File: src/wwr_pkg.sv
package wwr_pkg;
  // core clock and the microsecond tick derived from it
  localparam int CLK_PERIOD_NS = 4;
  localparam int TICK_NS = 1000;
  localparam int TICK_CYC = TICK_NS / CLK_PERIOD_NS;
  localparam logic [7:0] TICK_LAST = 8'(TICK_CYC - 1);

  // supervision times in microsecond ticks
  localparam int STARTUP_MS = 256;
  localparam int STARTUP_US_DEF = STARTUP_MS * 1000;
  localparam int POR_DELAY_US_DEF = 10000;
  localparam int WDT_PULSE_US_DEF = 1000;

  // event limits
  localparam logic [2:0] RST_LIMIT = 3'h5;
  localparam logic [3:0] FAST_LIMIT = 4'ha;
  localparam logic [3:0] MON_FILT_CYC = 4'h8;

  // register offsets
  localparam logic [7:0] OFS_CTRL = 8'h00;
  localparam logic [7:0] OFS_WINMIN = 8'h04;
  localparam logic [7:0] OFS_WINMAX = 8'h08;
  localparam logic [7:0] OFS_STATUS = 8'h0c;
  localparam logic [7:0] OFS_STATE = 8'h10;

  // control fields and reset values
  localparam int CTRL_FAST_EN = 0;
  localparam int CTRL_LATCH = 1;
  localparam logic [1:0] CTRL_RST = 2'h1;
  localparam logic [15:0] WINMIN_RST = 16'h000a;
  localparam logic [15:0] WINMAX_RST = 16'h0064;

  // status bit positions
  localparam int ST_SLOW = 0;
  localparam int ST_FAST = 1;
  localparam int ST_START = 2;
  localparam int ST_RSTMON = 3;
  localparam int ST_DIAGMON = 4;
  localparam int ST_LOWV = 5;
  localparam int ST_W = 6;

  typedef enum logic [1:0] {WD_OFF, WD_WAIT, WD_MON} wwr_mode_e;
endpackage

File: src/wwr_supervisor.sv
// Design decisions made here: the plain strobed port and the register offsets.
`timescale 1ns/100ps
`default_nettype none
module wwr_supervisor import wwr_pkg::*; #(
  parameter int STARTUP_US = STARTUP_US_DEF,
  parameter int POR_US = POR_DELAY_US_DEF,
  parameter int PULSE_US = WDT_PULSE_US_DEF
) (
  input wire logic core_clk, // core clock
  input wire logic rst_b, // power-on reset, active low
  input wire logic clear_pulse_in, // host clear pulse pin
  input wire logic supervisor_select_pin, // high disables watchdog
  input wire logic mainRegLowVolt, // regulator low-voltage detect
  input wire logic primaryPinLevel, // primary reset pin readback
  input wire logic secondaryPinLevel, // secondary reset pin readback
  input wire logic faultPinLevel, // fault pin readback
  input wire logic [7:0] regAddr, // register byte address
  input wire logic [31:0] regWdata, // register write data
  input wire logic regWr, // write strobe
  input wire logic regRd, // read strobe
  output logic [31:0] regRdata, // read data, cycle after strobe
  output logic primary_reset_out_n, // primary reset, active low
  output logic secondary_reset_out_n, // secondary reset, active low
  output logic fault_flag_out_n // latched fault, active low
);
  localparam logic [19:0] STARTUP_LIM = 20'(STARTUP_US);
  localparam logic [19:0] POR_LIM = 20'(POR_US);
  localparam logic [19:0] PULSE_LIM = 20'(PULSE_US);

  logic [5:0] syncOut;
  logic ckSync, selSync, lowV, pinP, pinS, pinD, ckPrev, ckEdge;
  logic [7:0] tickCnt;
  logic tickEn;
  logic [1:0] ctrl;
  logic [15:0] winMin, winMax;
  logic [ST_W-1:0] status;
  wwr_mode_e mode;
  logic [15:0] perCnt;
  logic [19:0] startCnt, porCnt, pulseCnt;
  logic [3:0] fastCnt, rstMonFilt, diagMonFilt;
  logic [2:0] rstCount;
  logic pulseActive, rstLatch, secondaryOk;
  logic rstHold, primaryInt, porDone, inMon, inWait;
  logic slowEvt, fastEvt, fastTrip, startExp, wdtErr, normalClr;
  logic rstMismatch, diagMismatch, rstMonSet, diagMonSet;
  logic [ST_W-1:0] statusSet;

  // the six input level pins cross two flops before any logic looks at them; the register port is used directly
  wwr_sync #(.W(6)) u_sync (
    .core_clk(core_clk),
    .rst_b(rst_b),
    .din({clear_pulse_in, supervisor_select_pin, mainRegLowVolt,
          primaryPinLevel, secondaryPinLevel, faultPinLevel}),
    .dout(syncOut)
  );
  assign {ckSync, selSync, lowV, pinP, pinS, pinD} = syncOut;

  // rising edge of the synchronised clear input
  always_ff @(posedge core_clk or negedge rst_b) begin
    if (!rst_b) begin
      ckPrev <= 1'b0;
    end else begin
      ckPrev <= ckSync;
    end
  end
  assign ckEdge = ckSync & ~ckPrev;

  // microsecond enable; all supervision times count in ticks
  always_ff @(posedge core_clk or negedge rst_b) begin
    if (!rst_b) begin
      tickCnt <= 8'h00;
    end else if (tickCnt == TICK_LAST) begin
      tickCnt <= 8'h00;
    end else begin
      tickCnt <= tickCnt + 8'h01;
    end
  end
  assign tickEn = (tickCnt == TICK_LAST);

  // anything that must keep the primary reset low
  assign rstHold = lowV | pulseActive | rstLatch | status[ST_RSTMON];
  assign porDone = (porCnt >= POR_LIM);
  assign primaryInt = porDone & ~rstHold;
  assign inMon = (mode == WD_MON);
  assign inWait = (mode == WD_WAIT);

  // por delay restarts each time the primary is pulled low
  wwr_timer #(.W(20)) u_por (
    .core_clk(core_clk),
    .rst_b(rst_b),
    .clr(rstHold),
    .inc(tickEn),
    .count(porCnt)
  );

  // start-up wait only runs while monitoring is not yet valid
  wwr_timer #(.W(20)) u_start (
    .core_clk(core_clk),
    .rst_b(rst_b),
    .clr(~inWait | ~primaryInt | ckEdge),
    .inc(tickEn),
    .count(startCnt)
  );

  // period since the last clear, too-fast ones included; held at zero while the primary is low
  wwr_timer #(.W(16)) u_period (
    .core_clk(core_clk),
    .rst_b(rst_b),
    .clr(~inMon | ckEdge | ~primaryInt | wdtErr | fastEvt | selSync),
    .inc(tickEn),
    .count(perCnt)
  );

  // width of a non-latched watchdog reset
  wwr_timer #(.W(20)) u_pulse (
    .core_clk(core_clk),
    .rst_b(rst_b),
    .clr(~pulseActive),
    .inc(tickEn),
    .count(pulseCnt)
  );

  // window classification; only judged while the host is out of reset
  assign slowEvt = inMon & primaryInt & (perCnt >= winMax);
  assign fastEvt = inMon & primaryInt & ckEdge & ctrl[CTRL_FAST_EN]
                   & (perCnt < winMin);
  assign normalClr = primaryInt & ckEdge & ~fastEvt & (inMon | inWait);
  assign fastTrip = fastEvt & (fastCnt == FAST_LIMIT - 4'h1);
  assign startExp = inWait & primaryInt & (startCnt >= STARTUP_LIM);
  assign wdtErr = slowEvt | fastTrip | startExp;

  // monitoring mode: invalid after por, valid on a clear in the wait
  always_ff @(posedge core_clk or negedge rst_b) begin
    if (!rst_b) begin
      mode <= WD_WAIT;
    end else if (selSync) begin
      mode <= WD_OFF;
    end else begin
      unique case (mode)
        WD_OFF: mode <= WD_WAIT;
        WD_WAIT: if (normalClr) begin
          mode <= WD_MON;
        end
        WD_MON: if (lowV) begin
          mode <= WD_WAIT;
        end
      endcase
    end
  end

  // consecutive too-fast count, broken by any accepted clear
  always_ff @(posedge core_clk or negedge rst_b) begin
    if (!rst_b) begin
      fastCnt <= 4'h0;
    end else if (normalClr | ~inMon | fastTrip) begin
      fastCnt <= 4'h0;
    end else if (fastEvt) begin
      fastCnt <= fastCnt + 4'h1;
    end
  end

  // watchdog reset count; frozen once it latches
  always_ff @(posedge core_clk or negedge rst_b) begin
    if (!rst_b) begin
      rstCount <= 3'h0;
    end else if (rstLatch) begin
      rstCount <= rstCount;
    end else if (wdtErr) begin
      rstCount <= rstCount + 3'h1;
    end else if (normalClr | selSync) begin
      rstCount <= 3'h0;
    end
  end

  // off-latch is left only by power-on reset, select cannot free it
  always_ff @(posedge core_clk or negedge rst_b) begin
    if (!rst_b) begin
      rstLatch <= 1'b0;
    end else if (wdtErr & (ctrl[CTRL_LATCH] | (rstCount == RST_LIMIT - 3'h1))) begin
      rstLatch <= 1'b1;
    end
  end

  // pulsed watchdog reset, followed by a full por delay
  always_ff @(posedge core_clk or negedge rst_b) begin
    if (!rst_b) begin
      pulseActive <= 1'b0;
    end else if (wdtErr) begin
      pulseActive <= 1'b1;
    end else if (pulseCnt >= PULSE_LIM) begin
      pulseActive <= 1'b0;
    end
  end

  // secondary released by the first accepted clear after monitoring becomes valid
  always_ff @(posedge core_clk or negedge rst_b) begin
    if (!rst_b) begin
      secondaryOk <= 1'b0;
    end else if (wdtErr | selSync | rstHold | ~inMon) begin
      secondaryOk <= 1'b0;
    end else if (normalClr) begin
      secondaryOk <= 1'b1;
    end
  end

  // pin readback; a short filter covers output-to-pin latency
  assign rstMismatch = (pinP != primary_reset_out_n) | (pinS != secondary_reset_out_n);
  assign diagMismatch = (pinD != fault_flag_out_n);
  always_ff @(posedge core_clk or negedge rst_b) begin
    if (!rst_b) begin
      rstMonFilt <= 4'h0;
      diagMonFilt <= 4'h0;
    end else begin
      rstMonFilt <= rstMismatch ? (rstMonSet ? rstMonFilt : rstMonFilt + 4'h1) : 4'h0;
      diagMonFilt <= diagMismatch ? (diagMonSet ? diagMonFilt : diagMonFilt + 4'h1) : 4'h0;
    end
  end
  assign rstMonSet = (rstMonFilt == MON_FILT_CYC);
  assign diagMonSet = (diagMonFilt == MON_FILT_CYC);

  // sticky abnormality record
  always_comb begin
    statusSet = '0;
    statusSet[ST_SLOW] = slowEvt;
    statusSet[ST_FAST] = fastTrip;
    statusSet[ST_START] = startExp;
    statusSet[ST_RSTMON] = rstMonSet;
    statusSet[ST_DIAGMON] = diagMonSet;
    statusSet[ST_LOWV] = lowV;
  end

  // write one to clear; a new event in the same cycle wins
  always_ff @(posedge core_clk or negedge rst_b) begin
    if (!rst_b) begin
      status <= '0;
    end else if (regWr && (regAddr == OFS_STATUS)) begin
      status <= (status & ~regWdata[ST_W-1:0]) | statusSet;
    end else begin
      status <= status | statusSet;
    end
  end

  // software-written configuration
  always_ff @(posedge core_clk or negedge rst_b) begin
    if (!rst_b) begin
      ctrl <= CTRL_RST;
      winMin <= WINMIN_RST;
      winMax <= WINMAX_RST;
    end else if (regWr) begin
      unique case (regAddr)
        OFS_CTRL: ctrl <= regWdata[1:0];
        OFS_WINMIN: winMin <= regWdata[15:0];
        OFS_WINMAX: winMax <= regWdata[15:0];
        default: ctrl <= ctrl;
      endcase
    end
  end

  // read data registered, valid the cycle after the strobe
  always_ff @(posedge core_clk or negedge rst_b) begin
    if (!rst_b) begin
      regRdata <= 32'h0000_0000;
    end else if (regRd) begin
      unique case (regAddr)
        OFS_CTRL: regRdata <= {30'h0000_0000, ctrl};
        OFS_WINMIN: regRdata <= {16'h0000, winMin};
        OFS_WINMAX: regRdata <= {16'h0000, winMax};
        OFS_STATUS: regRdata <= {26'h000_0000, status};
        OFS_STATE: regRdata <= {19'h0_0000, rstLatch, secondaryOk, mode,
                                fastCnt, rstCount, pulseActive, primaryInt};
        default: regRdata <= 32'h0000_0000;
      endcase
    end else begin
      regRdata <= 32'h0000_0000;
    end
  end

  // pin drivers; fault stays low until causes end and record is cleared
  always_ff @(posedge core_clk or negedge rst_b) begin
    if (!rst_b) begin
      primary_reset_out_n <= 1'b0;
      secondary_reset_out_n <= 1'b0;
      fault_flag_out_n <= 1'b0;
    end else begin
      primary_reset_out_n <= primaryInt;
      secondary_reset_out_n <= primaryInt & secondaryOk & ~selSync;
      fault_flag_out_n <= ~((|status) | (|statusSet));
    end
  end
endmodule // wwr_supervisor
`default_nettype wire

File: src/wwr_sync.sv
`timescale 1ns/100ps
`default_nettype none
module wwr_sync #(
  parameter int W = 1
) (
  input wire logic core_clk, // core clock
  input wire logic rst_b, // async reset, active low
  input wire logic [W-1:0] din, // asynchronous levels
  output logic [W-1:0] dout // synchronised levels
);
  logic [W-1:0] stage1;

  // two flops; only the second stage reads the first
  always_ff @(posedge core_clk or negedge rst_b) begin
    if (!rst_b) begin
      stage1 <= '0;
      dout <= '0;
    end else begin
      stage1 <= din;
      dout <= stage1;
    end
  end
endmodule // wwr_sync
`default_nettype wire

File: src/wwr_timer.sv
`timescale 1ns/100ps
`default_nettype none
module wwr_timer #(
  parameter int W = 16
) (
  input wire logic core_clk, // core clock
  input wire logic rst_b, // async reset, active low
  input wire logic clr, // reinitialise to zero
  input wire logic inc, // count one step
  output logic [W-1:0] count // elapsed steps
);
  // saturates so a stuck host never wraps into a false window
  always_ff @(posedge core_clk or negedge rst_b) begin
    if (!rst_b) begin
      count <= '0;
    end else if (clr) begin
      count <= '0;
    end else if (inc && (count != '1)) begin
      count <= count + W'(1);
    end
  end
endmodule // wwr_timer
`default_nettype wire
File: config.mk
export PLATFORM = sky130hd
export DESIGN_NAME = wwr_supervisor
export DESIGN_NICKNAME = d
export VERILOG_FILES = /design/src/wwr_pkg.sv /design/src/wwr_supervisor.sv /design/src/wwr_sync.sv /design/src/wwr_timer.sv
export SDC_FILE = /design/constraint.sdc
export NUM_CORES = 1
export LEC_CHECK = 0
export ABC_AREA = 0
export BUFFER_PORTS_ARGS = -buffer_cell sky130_fd_sc_hd__buf_4
export CAP_MARGIN = 25
export CORE_MARGIN = 2
export CORE_UTILIZATION = 34
export DETAILED_ROUTE_END_ITERATION = 7
export GPL_ROUTABILITY_DRIVEN = 0
export GPL_TIMING_DRIVEN = 0
export PLACE_DENSITY = 0.5
export SYNTH_ARGS = -nofsm -noshare
export SYNTH_HDL_FRONTEND = slang
export SYNTH_SLANG_ARGS = --single-unit
File: constraint.sdc
create_clock -name core_clk -period 3.6 [get_ports core_clk]
set_input_delay 0 -clock core_clk [delete_from_list [all_inputs] [get_ports core_clk]]
set_output_delay 0 -clock core_clk [all_outputs]
set_load 0.02 [all_outputs]
Word-level counts from Yosys, hierarchy flattened
Cells that the tools add are included.
Cells by class
  reduce and logical (&&, ||, !) cells: 21
  $lt $le $gt $ge: 5
  bitwise operators: 51
  eq/ne operators: 23
  $add $sub $neg: 9
  multiplexer cells: 28
Operators by type and width (count)
  $mux 20: 6
  $pmux 16 s5: 1
  $add 20x1->20 const B: 3
  $ne 20x20->1 const B: 3
  $mux 16: 2
  $mux 32: 1
  $mux 4: 6
  $or 1x1->1: 22
  $ge 20x10->1 const B: 1
  $ge 20x14->1 const B: 1
  $ge 20x18->1 const B: 1
  $add 16x1->16 const B: 1
  $and 1x1->1: 16
  $eq 8x4->1 const B: 2
  $ge 16x16->1: 1
  $lt 16x16->1: 1
  $ne 16x16->1 const B: 1
  $reduce_bool 2->1: 7
  $add 4x1->4 const B: 3
  $eq 4x4->1 const B: 3
  $or 6x6->6: 2
  $reduce_or 6->1: 2
  $reduce_and 2->1: 5
  $not 1->1: 9
  23 further kinds: 37
Storage, ports and cells
  word-level logic and storage cells: 161
  output and inout bits: 35
  input bits: 50
  bits in registers: 192

Depth between registers and ports, before layout
Gate-level depths: netlist (run 1).
  depth after elaboration: 16
  gate-level depth with buffers: 11
  gate-level depth less buffers: 9

By module
From an unflattened synthesis (run 1), not the netlist that was laid out.
Second synthesis, totals
  cell total of the unflattened synthesis: 977
  area, all modules: 9972.1 um^2
Modules (own cells, without submodules)
  wwr_supervisor: cells an instance 483, times used 1, sequential area each 2210.9 um^2, area an instance 5096.1 um^2
  wwr_timer (u_por ...): cells an instance 128, times used 3, sequential area each 500.5 um^2, area an instance 1211.2 um^2
  wwr_timer (u_period): cells an instance 98, times used 1, sequential area each 400.4 um^2, area an instance 942.2 um^2
  wwr_sync: cells an instance 12, times used 1, sequential area each 300.3 um^2, area an instance 300.3 um^2

Least setup slack after synthesis (run 1)
Ideal clock, no wire load.
  path type: flip-flop to flip-flop
  start: reg u_period.count[13]
  end: reg u_period.count[10]
  arrival time: 2.466 ns
  clock period less this slack: 2.537 ns
  setup slack: 1.063 ns
  stages on the path, launching flop included: 11
  cell sequence: dfrtp_1 ha_1 a211oi_2 nor2_1 or3_1 a211oi_2 o211ai_1 or4b_1 buf_2 buf_6 nor2_1
Between the ends
  longest elaborated chain between the ends: 9
Ends and longest elaborated chain
  from (decl): line wwr_timer.sv:10  | output logic [W-1:0] count
  from (signal assigned): line wwr_timer.sv:19  | count <= count + W'(1);
  $lt 16x16->1: line wwr_supervisor.sv:126  | & (perCnt < winMin);
  $and 1x1->1: line wwr_supervisor.sv:126
  $and 1x1->1: line wwr_supervisor.sv:128  | assign fastTrip = fastEvt & (fastCnt == FAST_LIMIT - 4'h1);
  $or 1x1->1 (2 in a row): line wwr_supervisor.sv:130  | assign wdtErr = slowEvt | fastTrip | startExp;
  $or 1x1->1 (3 in a row): line wwr_supervisor.sv:109  | .clr(~inMon | ckEdge | ~primaryInt | wdtErr | fastEvt | selSync),
  $mux 16 or $reduce_bool 2->1 (tied branches)
Several ways; a longest one is shown, not always the timed one.
A chain may end at the register's enable or synchronous reset.

Worst setup path after layout (run 1)
  start: reg rstLatch
  end: reg rstCount[2]
Between the ends
  longest elaborated chain between the ends: 14
Ends and longest elaborated chain
  from (decl): line wwr_supervisor.sv:42  | logic pulseActive, rstLatch, secondaryOk;
  from (signal assigned): line wwr_supervisor.sv:178  | rstLatch <= 1'b0;
  from (signal assigned): line wwr_supervisor.sv:180  | rstLatch <= 1'b1;
  $or 1x1->1 (2 in a row): line wwr_supervisor.sv:81  | assign rstHold = lowV | pulseActive | rstLatch | status[ST_RSTMON];
  $not 1->1: line wwr_supervisor.sv:83  | assign primaryInt = porDone & ~rstHold;
  $and 1x1->1: line wwr_supervisor.sv:83
  $and 1x1->1: line wwr_supervisor.sv:124, wwr_supervisor.sv:125
  $and 1x1->1 (2 in a row): line wwr_supervisor.sv:125  | assign fastEvt = inMon & primaryInt & ckEdge & ctrl[CTRL_FAST_EN]
  $and 1x1->1: line wwr_supervisor.sv:126
  $not 1->1: line wwr_supervisor.sv:127  | assign normalClr = primaryInt & ckEdge & ~fastEvt & (inMon | inWait);
  $and 1x1->1 (2 in a row): line wwr_supervisor.sv:127
  $or 1x1->1: line wwr_supervisor.sv:170  | end else if (normalClr | selSync) begin
  $reduce_bool 2->1 (no line)
  $reduce_and 2->1 (no line)
  to (signal assigned): line wwr_supervisor.sv:167  | rstCount <= rstCount;
  to (signal assigned): line wwr_supervisor.sv:169  | rstCount <= rstCount + 3'h1;
  to (decl): line wwr_supervisor.sv:41  | logic [2:0] rstCount;
Several ways; a longest one is shown, not always the timed one.

==> summary.txt, run 1 <==
GRT
  • First-pass GRT wire length: 34,630 um
  • Largest net degree at the start of global routing: 97
  • Antenna violations before repair: 0
  • Vias in the first global route: 6,523
  • Gr usage total: 15.48%
  • Total grt overflow: 0

Drt
  • Routed Wire Length: 20,480 um
  • Drc violations: 0
  • 1st-pass router iterations: 6
  • Vias/cell: 4.872
  • ANT nets after route: 0
  • Starting DRT DRC Count: 326
  • Drt wl/cell: 15.10 um
  • Vias: 6,606

STA
  • Final period utilization: 81.28%
  • Worst Slack Setup Final: 674.0 ps
  • RSZ-0062 raised after global routing: false
  • Minimum clock period: 2926 ps
  • Final Hold Slack: 45.14 ps
  • Worst Skew: 16.74 ps
  • Fin. Hold Viols: 0
  • Final Max Tran Viols: 0
  • Least-Margin Pin Slew: 762.5 ps
  • Slew margin rel.: 48.77%
  • Final setup vio count: 0
  • Post-route setup TNS: 0 ps
  • F_max: 341.8 MHz

Floorplanning
  • IO Pins: 85
  • Row count: 59
  • Die X: 167.0 um
  • Die area: 27,900 sq um
  • Core area: 26,060 sq um
  • Effective utilization at floorplan: 34.68%
  • Die Span Y: 167.0 um

Clock tree
  • Depth of the CTS H-tree: 4
  • TritonCTS Sinks: 176
  • Worst-Skew Late Latency: 440 ps
  • CTS buffer count: 17
  • Longest Clk Path Bufs: 2
  • Root Buffer Master: clkbuf_16
  • CTS clock-pin slew for the worst setup and hold paths: 70 ps
  • TritonCTS clock tree: yes

Worst setup path
  • Critical path class: reg -> reg
  • CP Capture Type: register
  • Critical path fanouts, max: 8
  • Arrival time at the worst endpoint: 3300 ps
  • Worst endpoint required time: 3970 ps
  • Critical Path Start Type: register

Synthesis
  • FFs w/ async S/R, synth: 100.0%
  • Yosys top cell area share: 46.79%
  • Sequential area share after synthesis: 48.83%
  • Synth area leader: dfrtp_1
  • Most frequent cell after synthesis: dfrtp_1
  • Commonest cells in the netlist: dfrtp_1, nor2_1, nand2_1, inv_1, ha_1
  • Post-synthesis cell type count: 63
  • Cells after Synth: 896
  • Yosys reg bits: 176
  • YS warnings: 0
  • Post-synth EDFFs: 0
  • Mean Syn Cell Area: 10.09 sq um
  • Synth Cell Area: 9037 sq um
  • Synth area leaders: dfrtp_1, ha_1, nor2_1, mux2_2, xnor2_1
  • Most used flip-flop cell after synthesis: dfrtp_1

Pwr
  • Leakage: 4.700 nW
  • Peak VDD IR: 0.0003395 V
  • Power per cell area: 402.9 nW/um^2
  • Tot Pwr: 4.355 mW

Layout
  • Area Overhead vs Synth: 19.60%
  • Final nets: 1,108
  • Layout cells sized above 1: 15.87%
  • Diodes inserted: 0
  • Fin cells: 1,356

Job
  • Max Cap Viol: 0

Min path
  • Worst min-delay path category: in -> reg

Placement
  • Buffers on Ports: 51
  • Dpl cells: 1,298
  • Post-DP HPWL: 14,830 um
  • Dpl ws: 633.1 ps

Run status
  • Outcome: complete, no violations
[what timing repair did]
item / 4_1_cts / 5_1_grt
hold endpoints to repair: 143 / 0
hold buffers: 26 / 0
buffers inserted: 0 / 0
resized for setup: 0 / 0
[sequential cells by signal (all words and copies together) (netlist names), 2 cells and up]
| name | flops |
|---|---|
| rstMonFilt | 4 |
| u_sync.stage1 | 6 |
| u_sync.dout | 6 |
| regRdata | 16 |
| u_start.count | 20 |
| fastCnt | 4 |
| winMin | 16 |
| status | 6 |
| u_period.count | 16 |
| winMax | 16 |
| ctrl | 2 |
| mode | 2 |
| rstCount | 3 |
| u_por.count | 20 |
| u_pulse.count | 20 |
| tickCnt | 8 |
| diagMonFilt | 4 |
[power by group]
part	leakage, nW	switching, mW	internal [mW]
Sequential	2.35	0.0567	2.04
Combinational	2.05	0.179	0.144
Clock	0.299	0.879	1.06
[logic make-up (layout without fill, tap and decap cells)]
logic type / Yosys count / after routing / share of synthesized area [%]
AOI/OAI and AO/OA: 108 / 108 / 8.169
xor gates and xnor gates: 77 / 77 / 7.462
adders and majority gates: 50 / 50 / 6.922
buffers and inverters: 95 / 205 / 4.776
DFF: 176 / 176 / 48.83
muxes: 41 / 41 / 5.039
other: 1 / 16 / 0.04149
and+or+nand+nor: 348 / 348 / 18.76
[worst max-delay path: stages, from the launching register on]
cell	delay, ps
dfrtp_1	510
nor4_1	480
nand2_1	190
a21oi_1	330
o2111ai_2	370
and3_1	360
or4b_1	520
nand4_1	90
[layout by cell type, fill, tap and decap left out, types with 17 or more instances in the layout]
| cell type | instances |
|---|---|
| nand3_1 | 33 |
| xor2_1 | 37 |
| dlygate4sd3_1 | 26 |
| nor2_1 | 129 |
| nand4_1 | 21 |
| and3_1 | 17 |
| o21ai_0 | 18 |
| ha_1 | 50 |
| buf_4 | 66 |
| clkbuf_16 | 17 |
| nand2_1 | 65 |
| a21oi_1 | 31 |
| inv_1 | 57 |
| mux2_2 | 36 |
| xnor2_1 | 40 |
| dfrtp_1 | 169 |
[metrics by stage]
step,instance area (sq um),utilization [%]
5_1_grt,10810,41.48
3_5_place_dp,9931,38.11
4_1_cts,10810,41.48
6_report,10810,41.48
3_3_place_gp,9896,37.97
2_1_floorplan,9094,-
[per-layer routing]
metal	track usage [%]	routed length [um]	vias up
met5	0	0	-
met1	21.99	10230	3191
met4	5.060	343	0
met2	23.69	9264	90
li1	-	-	3303
met3	3.113	637	22
[final timing paths]
check | from | endpoint | slack, ps | depth (start not counted)
worst max-delay path | rstLatch | rstCount[2] | 670 | 7
worst min-delay path | regWr | ctrl[0] | 50 | 3
worst max register to register | rstLatch | rstCount[2] | 670 | 7
worst min register to register | u_sync.stage1[2] | u_sync.dout[2] | 350 | 0
max in group asynchronous | rst_b | winMax[2] | 2540 | 3
min in group asynchronous | rst_b | rstMonFilt[3] | 120 | 2
[cell type report]
type / instances / area, sq um
plain buffers: 37 / 214.0
multi-input cells: 640 / 4249
inverters: 58 / 217.7
fillers: 2572 / 15250
well taps: 335 / 419.2
clock buffers: 17 / 425.4
repair buffers: 78 / 678.2
flip-flops and latches: 176 / 4413
clock inverters: 15 / 192.7
Note: power is estimated with default switching activity, not from simulation.
==> inputs of run 2 (changes only) <==
==> constraint.sdc (replaced) <==
create_clock -name core_clk -period 2.8 [get_ports core_clk]
set_input_delay 0 -clock core_clk [delete_from_list [all_inputs] [get_ports core_clk]]
set_output_delay 0 -clock core_clk [all_outputs]
set_load 0.02 [all_outputs]
==> run 2 against run 1 <==
- combinational power grew 38%
- clock power grew 28%
- final area grew 2.1%
- critical path depth grew 2
- total power grew 29%
- utilization grew 0.85 points
- global-route usage is essentially flat
- clock skew is essentially flat
- sequential power grew 29%
- count of clock-buffer cells in the layout is the same
- wire length grew 0.79%
- largest power group unchanged
- highest routed layer unchanged
==> summary.txt, run 2 (synthesis gave the netlist of run 1 again) <==
Floorplanning
  • IO Pins: 85
  • Effective utilization at floorplan: 34.68%
  • Core area: 26,060 sq um
  • Die X: 167.0 um
  • Row count: 59
  • Die area: 27,900 sq um
  • Die Span Y: 167.0 um

Layout
  • Diodes inserted: 0
  • Area Overhead vs Synth: 22.07%
  • Post-layout util: 42.33%
  • Post-route cell area: 11,030 sq um
  • Most common cell after layout, fill and taps aside: dfrtp_1
  • Top flop regs: u_por.count x20, u_pulse.count x20, u_start.count x20
  • Fill cells: 2,551
  • Layout cells sized above 1: 19.34%
  • Leading cell types in the layout, fill and taps excluded: dfrtp_1, nor2_1, buf_4
  • Final nets: 1,121

Drt
  • ANT nets after route: 0
  • Routed Wire Length: 20,640 um
  • Vias/cell: 4.869
  • Drt wl/cell: 15.08 um
  • Starting DRT DRC Count: 328
  • Vias: 6,666
  • Drc violations: 0
  • 1st-pass router iterations: 4

GRT
  • Gr usage total: 15.51%
  • Largest net degree at the start of global routing: 97
  • Antenna violations before repair: 0
  • First-pass GRT wire length: 34,730 um
  • Vias in the first global route: 6,570
  • Total grt overflow: 0

Worst setup path
  • Worst endpoint required time: 3160 ps
  • Arrival time at the worst endpoint: 3020 ps
  • Critical Path Start Type: register
  • Reg2reg start: u_period.count[13]
  • Critical path fanouts, max: 10
  • Crit-path slowest cell: or4b_4
  • Crit-path max cell delay: 590 ps
  • Critical path class: reg -> reg
  • WP buf/inv: 1
  • Critical Path, Cell by Cell: ha_4, a211oi_2, nor2_1, or3_1, a211oi_2, o211ai_1, or4b_4, buf_6, nor2_1
  • CP Capture Type: register
  • Worst setup startpoint: u_period.count[13]
  • Critical path's top delay family: simple AND/OR/NAND/NOR gates

STA
  • Final setup vio count: 0
  • F_max: 376.7 MHz
  • Slew margin rel.: 46.04%
  • Post-route setup TNS: 0 ps
  • Final Max Tran Viols: 0
  • Fin. Hold Viols: 0
  • Minimum clock period: 2655 ps
  • RSZ-0062 raised after global routing: true
  • Least-Margin Pin Slew: 803.3 ps
  • Worst Skew: 16.75 ps
  • Final period utilization: 94.82%

Clock tree
  • CTS buffer count: 17
  • Depth of the CTS H-tree: 4
  • Longest Clk Path Bufs: 2
  • TritonCTS Sinks: 176
  • Root Buffer Master: clkbuf_16
  • CTS clock-pin slew for the worst setup and hold paths: 70 ps
  • Worst-Skew Late Latency: 440 ps
  • TritonCTS clock tree: yes

Pwr
  • Internal power: 4.187 mW
  • Sw Share: 25.65%
  • Power per cell area: 510.4 nW/um^2
  • Net switching power: 1.444 mW
  • Peak VDD IR: 0.0004411 V
  • Tot Pwr: 5.631 mW
  • Proportion of power drawn by flip-flops and latches: 47.9%
  • Leakage: 4.779 nW
  • Clock power share: 44.2%
  • Combinational power share: 7.9%

Min path
  • Hold Crit Start: regWr
  • Worst min-delay path category: in -> reg

Placement
  • Buffers on Ports: 51
  • Post-DP HPWL: 14,830 um
  • Placed Area: 9931 sq um

Job
  • Max Cap Viol: 0

Run status
  • Outcome: complete, no violations
run 2: changes by cell type in the layout (fill, tap and decap cells not counted), moves of 4 or more:
cell and change:
inv_2 +4, dfrtp_1 -5, dfrtp_2 +5, buf_4 +15, inv_1 -4, ha_4 +4, ha_1 -4
run 2: area by class of cell:
cell class | instances | area (sq um) | share of cell area (%)
Clock inverter | 15 | 192.7 | 1.747
Tap cell | 335 | 419.2 | 3.799
Multi-Input combinational cell | 640 | 4362 | 39.54
Inverter | 58 | 217.7 | 1.973
Timing Repair Buffer | 93 | 790.8 | 7.168
Clock buffer | 17 | 425.4 | 3.856
Sequential cell | 176 | 4419 | 40.06
Buffer | 35 | 205.2 | 1.860
run 2: routing by layer:
layer | wire length [um] | up-vias | global-route usage (%)
met5 | 0 | - | 0
met4 | 316 | 0 | 5.060
met3 | 660 | 20 | 3.113
met2 | 9374 | 86 | 23.81
met1 | 10290 | 3242 | 21.98
li1 | - | 3318 | -
run 2: worst reg2reg max path: cells and delay by family, from the launching register on:
| family | cells | cell delay (ps) |
|---|---|---|
| AOI/OAI and AO/OA | 3 | 610 |
| DFF | 1 | 450 |
| adders and majority gates | 1 | 230 |
| and+or+nand+nor | 4 | 1140 |
| buffers and inverters | 1 | 180 |
run 2: worst paths after layout:
kind / endpoint / slack (ps) / cells after the start
min reg2reg: u_sync.dout[2] / 350 / 0
max in group asynchronous: u_period.count[13] / 1730 / 3
max reg2reg: u_period.count[14] / 150 / 9
min: ctrl[0] / 40 / 3
min in group asynchronous: rstMonFilt[3] / 120 / 2
max: u_period.count[14] / 150 / 9
run 2: per-stage QoR:
| step | instances | setup slack, ps | hold slack (ps) |
|---|---|---|---|
| 6_report | 1369 | 145.2 | 42.54 |
| 2_1_floorplan | 911 | 263.1 | -295.6 |
| 3_5_place_dp | 1298 | -166.9 | 93.83 |
| 3_3_place_gp | 1297 | -181.5 | 110.9 |
| 5_1_grt | 1369 | -25.10 | 27.39 |
| 4_1_cts | 1362 | 3.522 | 17.09 |
run 2: repair_timing:
item | 4_1_cts | 5_1_grt
endpoints found under the hold margin | 143 | 0
endpoints found under the setup margin | 17 | 22
resized for setup | 14 | 16
pin swaps | 5 | 9
setup buffers | 6 | 9
hold buffers | 26 | 0
run 2: power groups by stage:
| stage | Sequential [mW] | Clock (mW) | Combinational (mW) |
|---|---|---|---|
| 2_1_floorplan | 2.72 | 0 | 0.245 |
| 3_3_place_gp | 2.74 | 0 | 0.386 |
| 3_5_place_dp | 2.74 | 0 | 0.397 |
| 4_1_cts | 2.69 | 2.57 | 0.448 |
| 5_1_grt | 2.71 | 2.67 | 0.511 |
| 6_report | 2.70 | 2.49 | 0.445 |
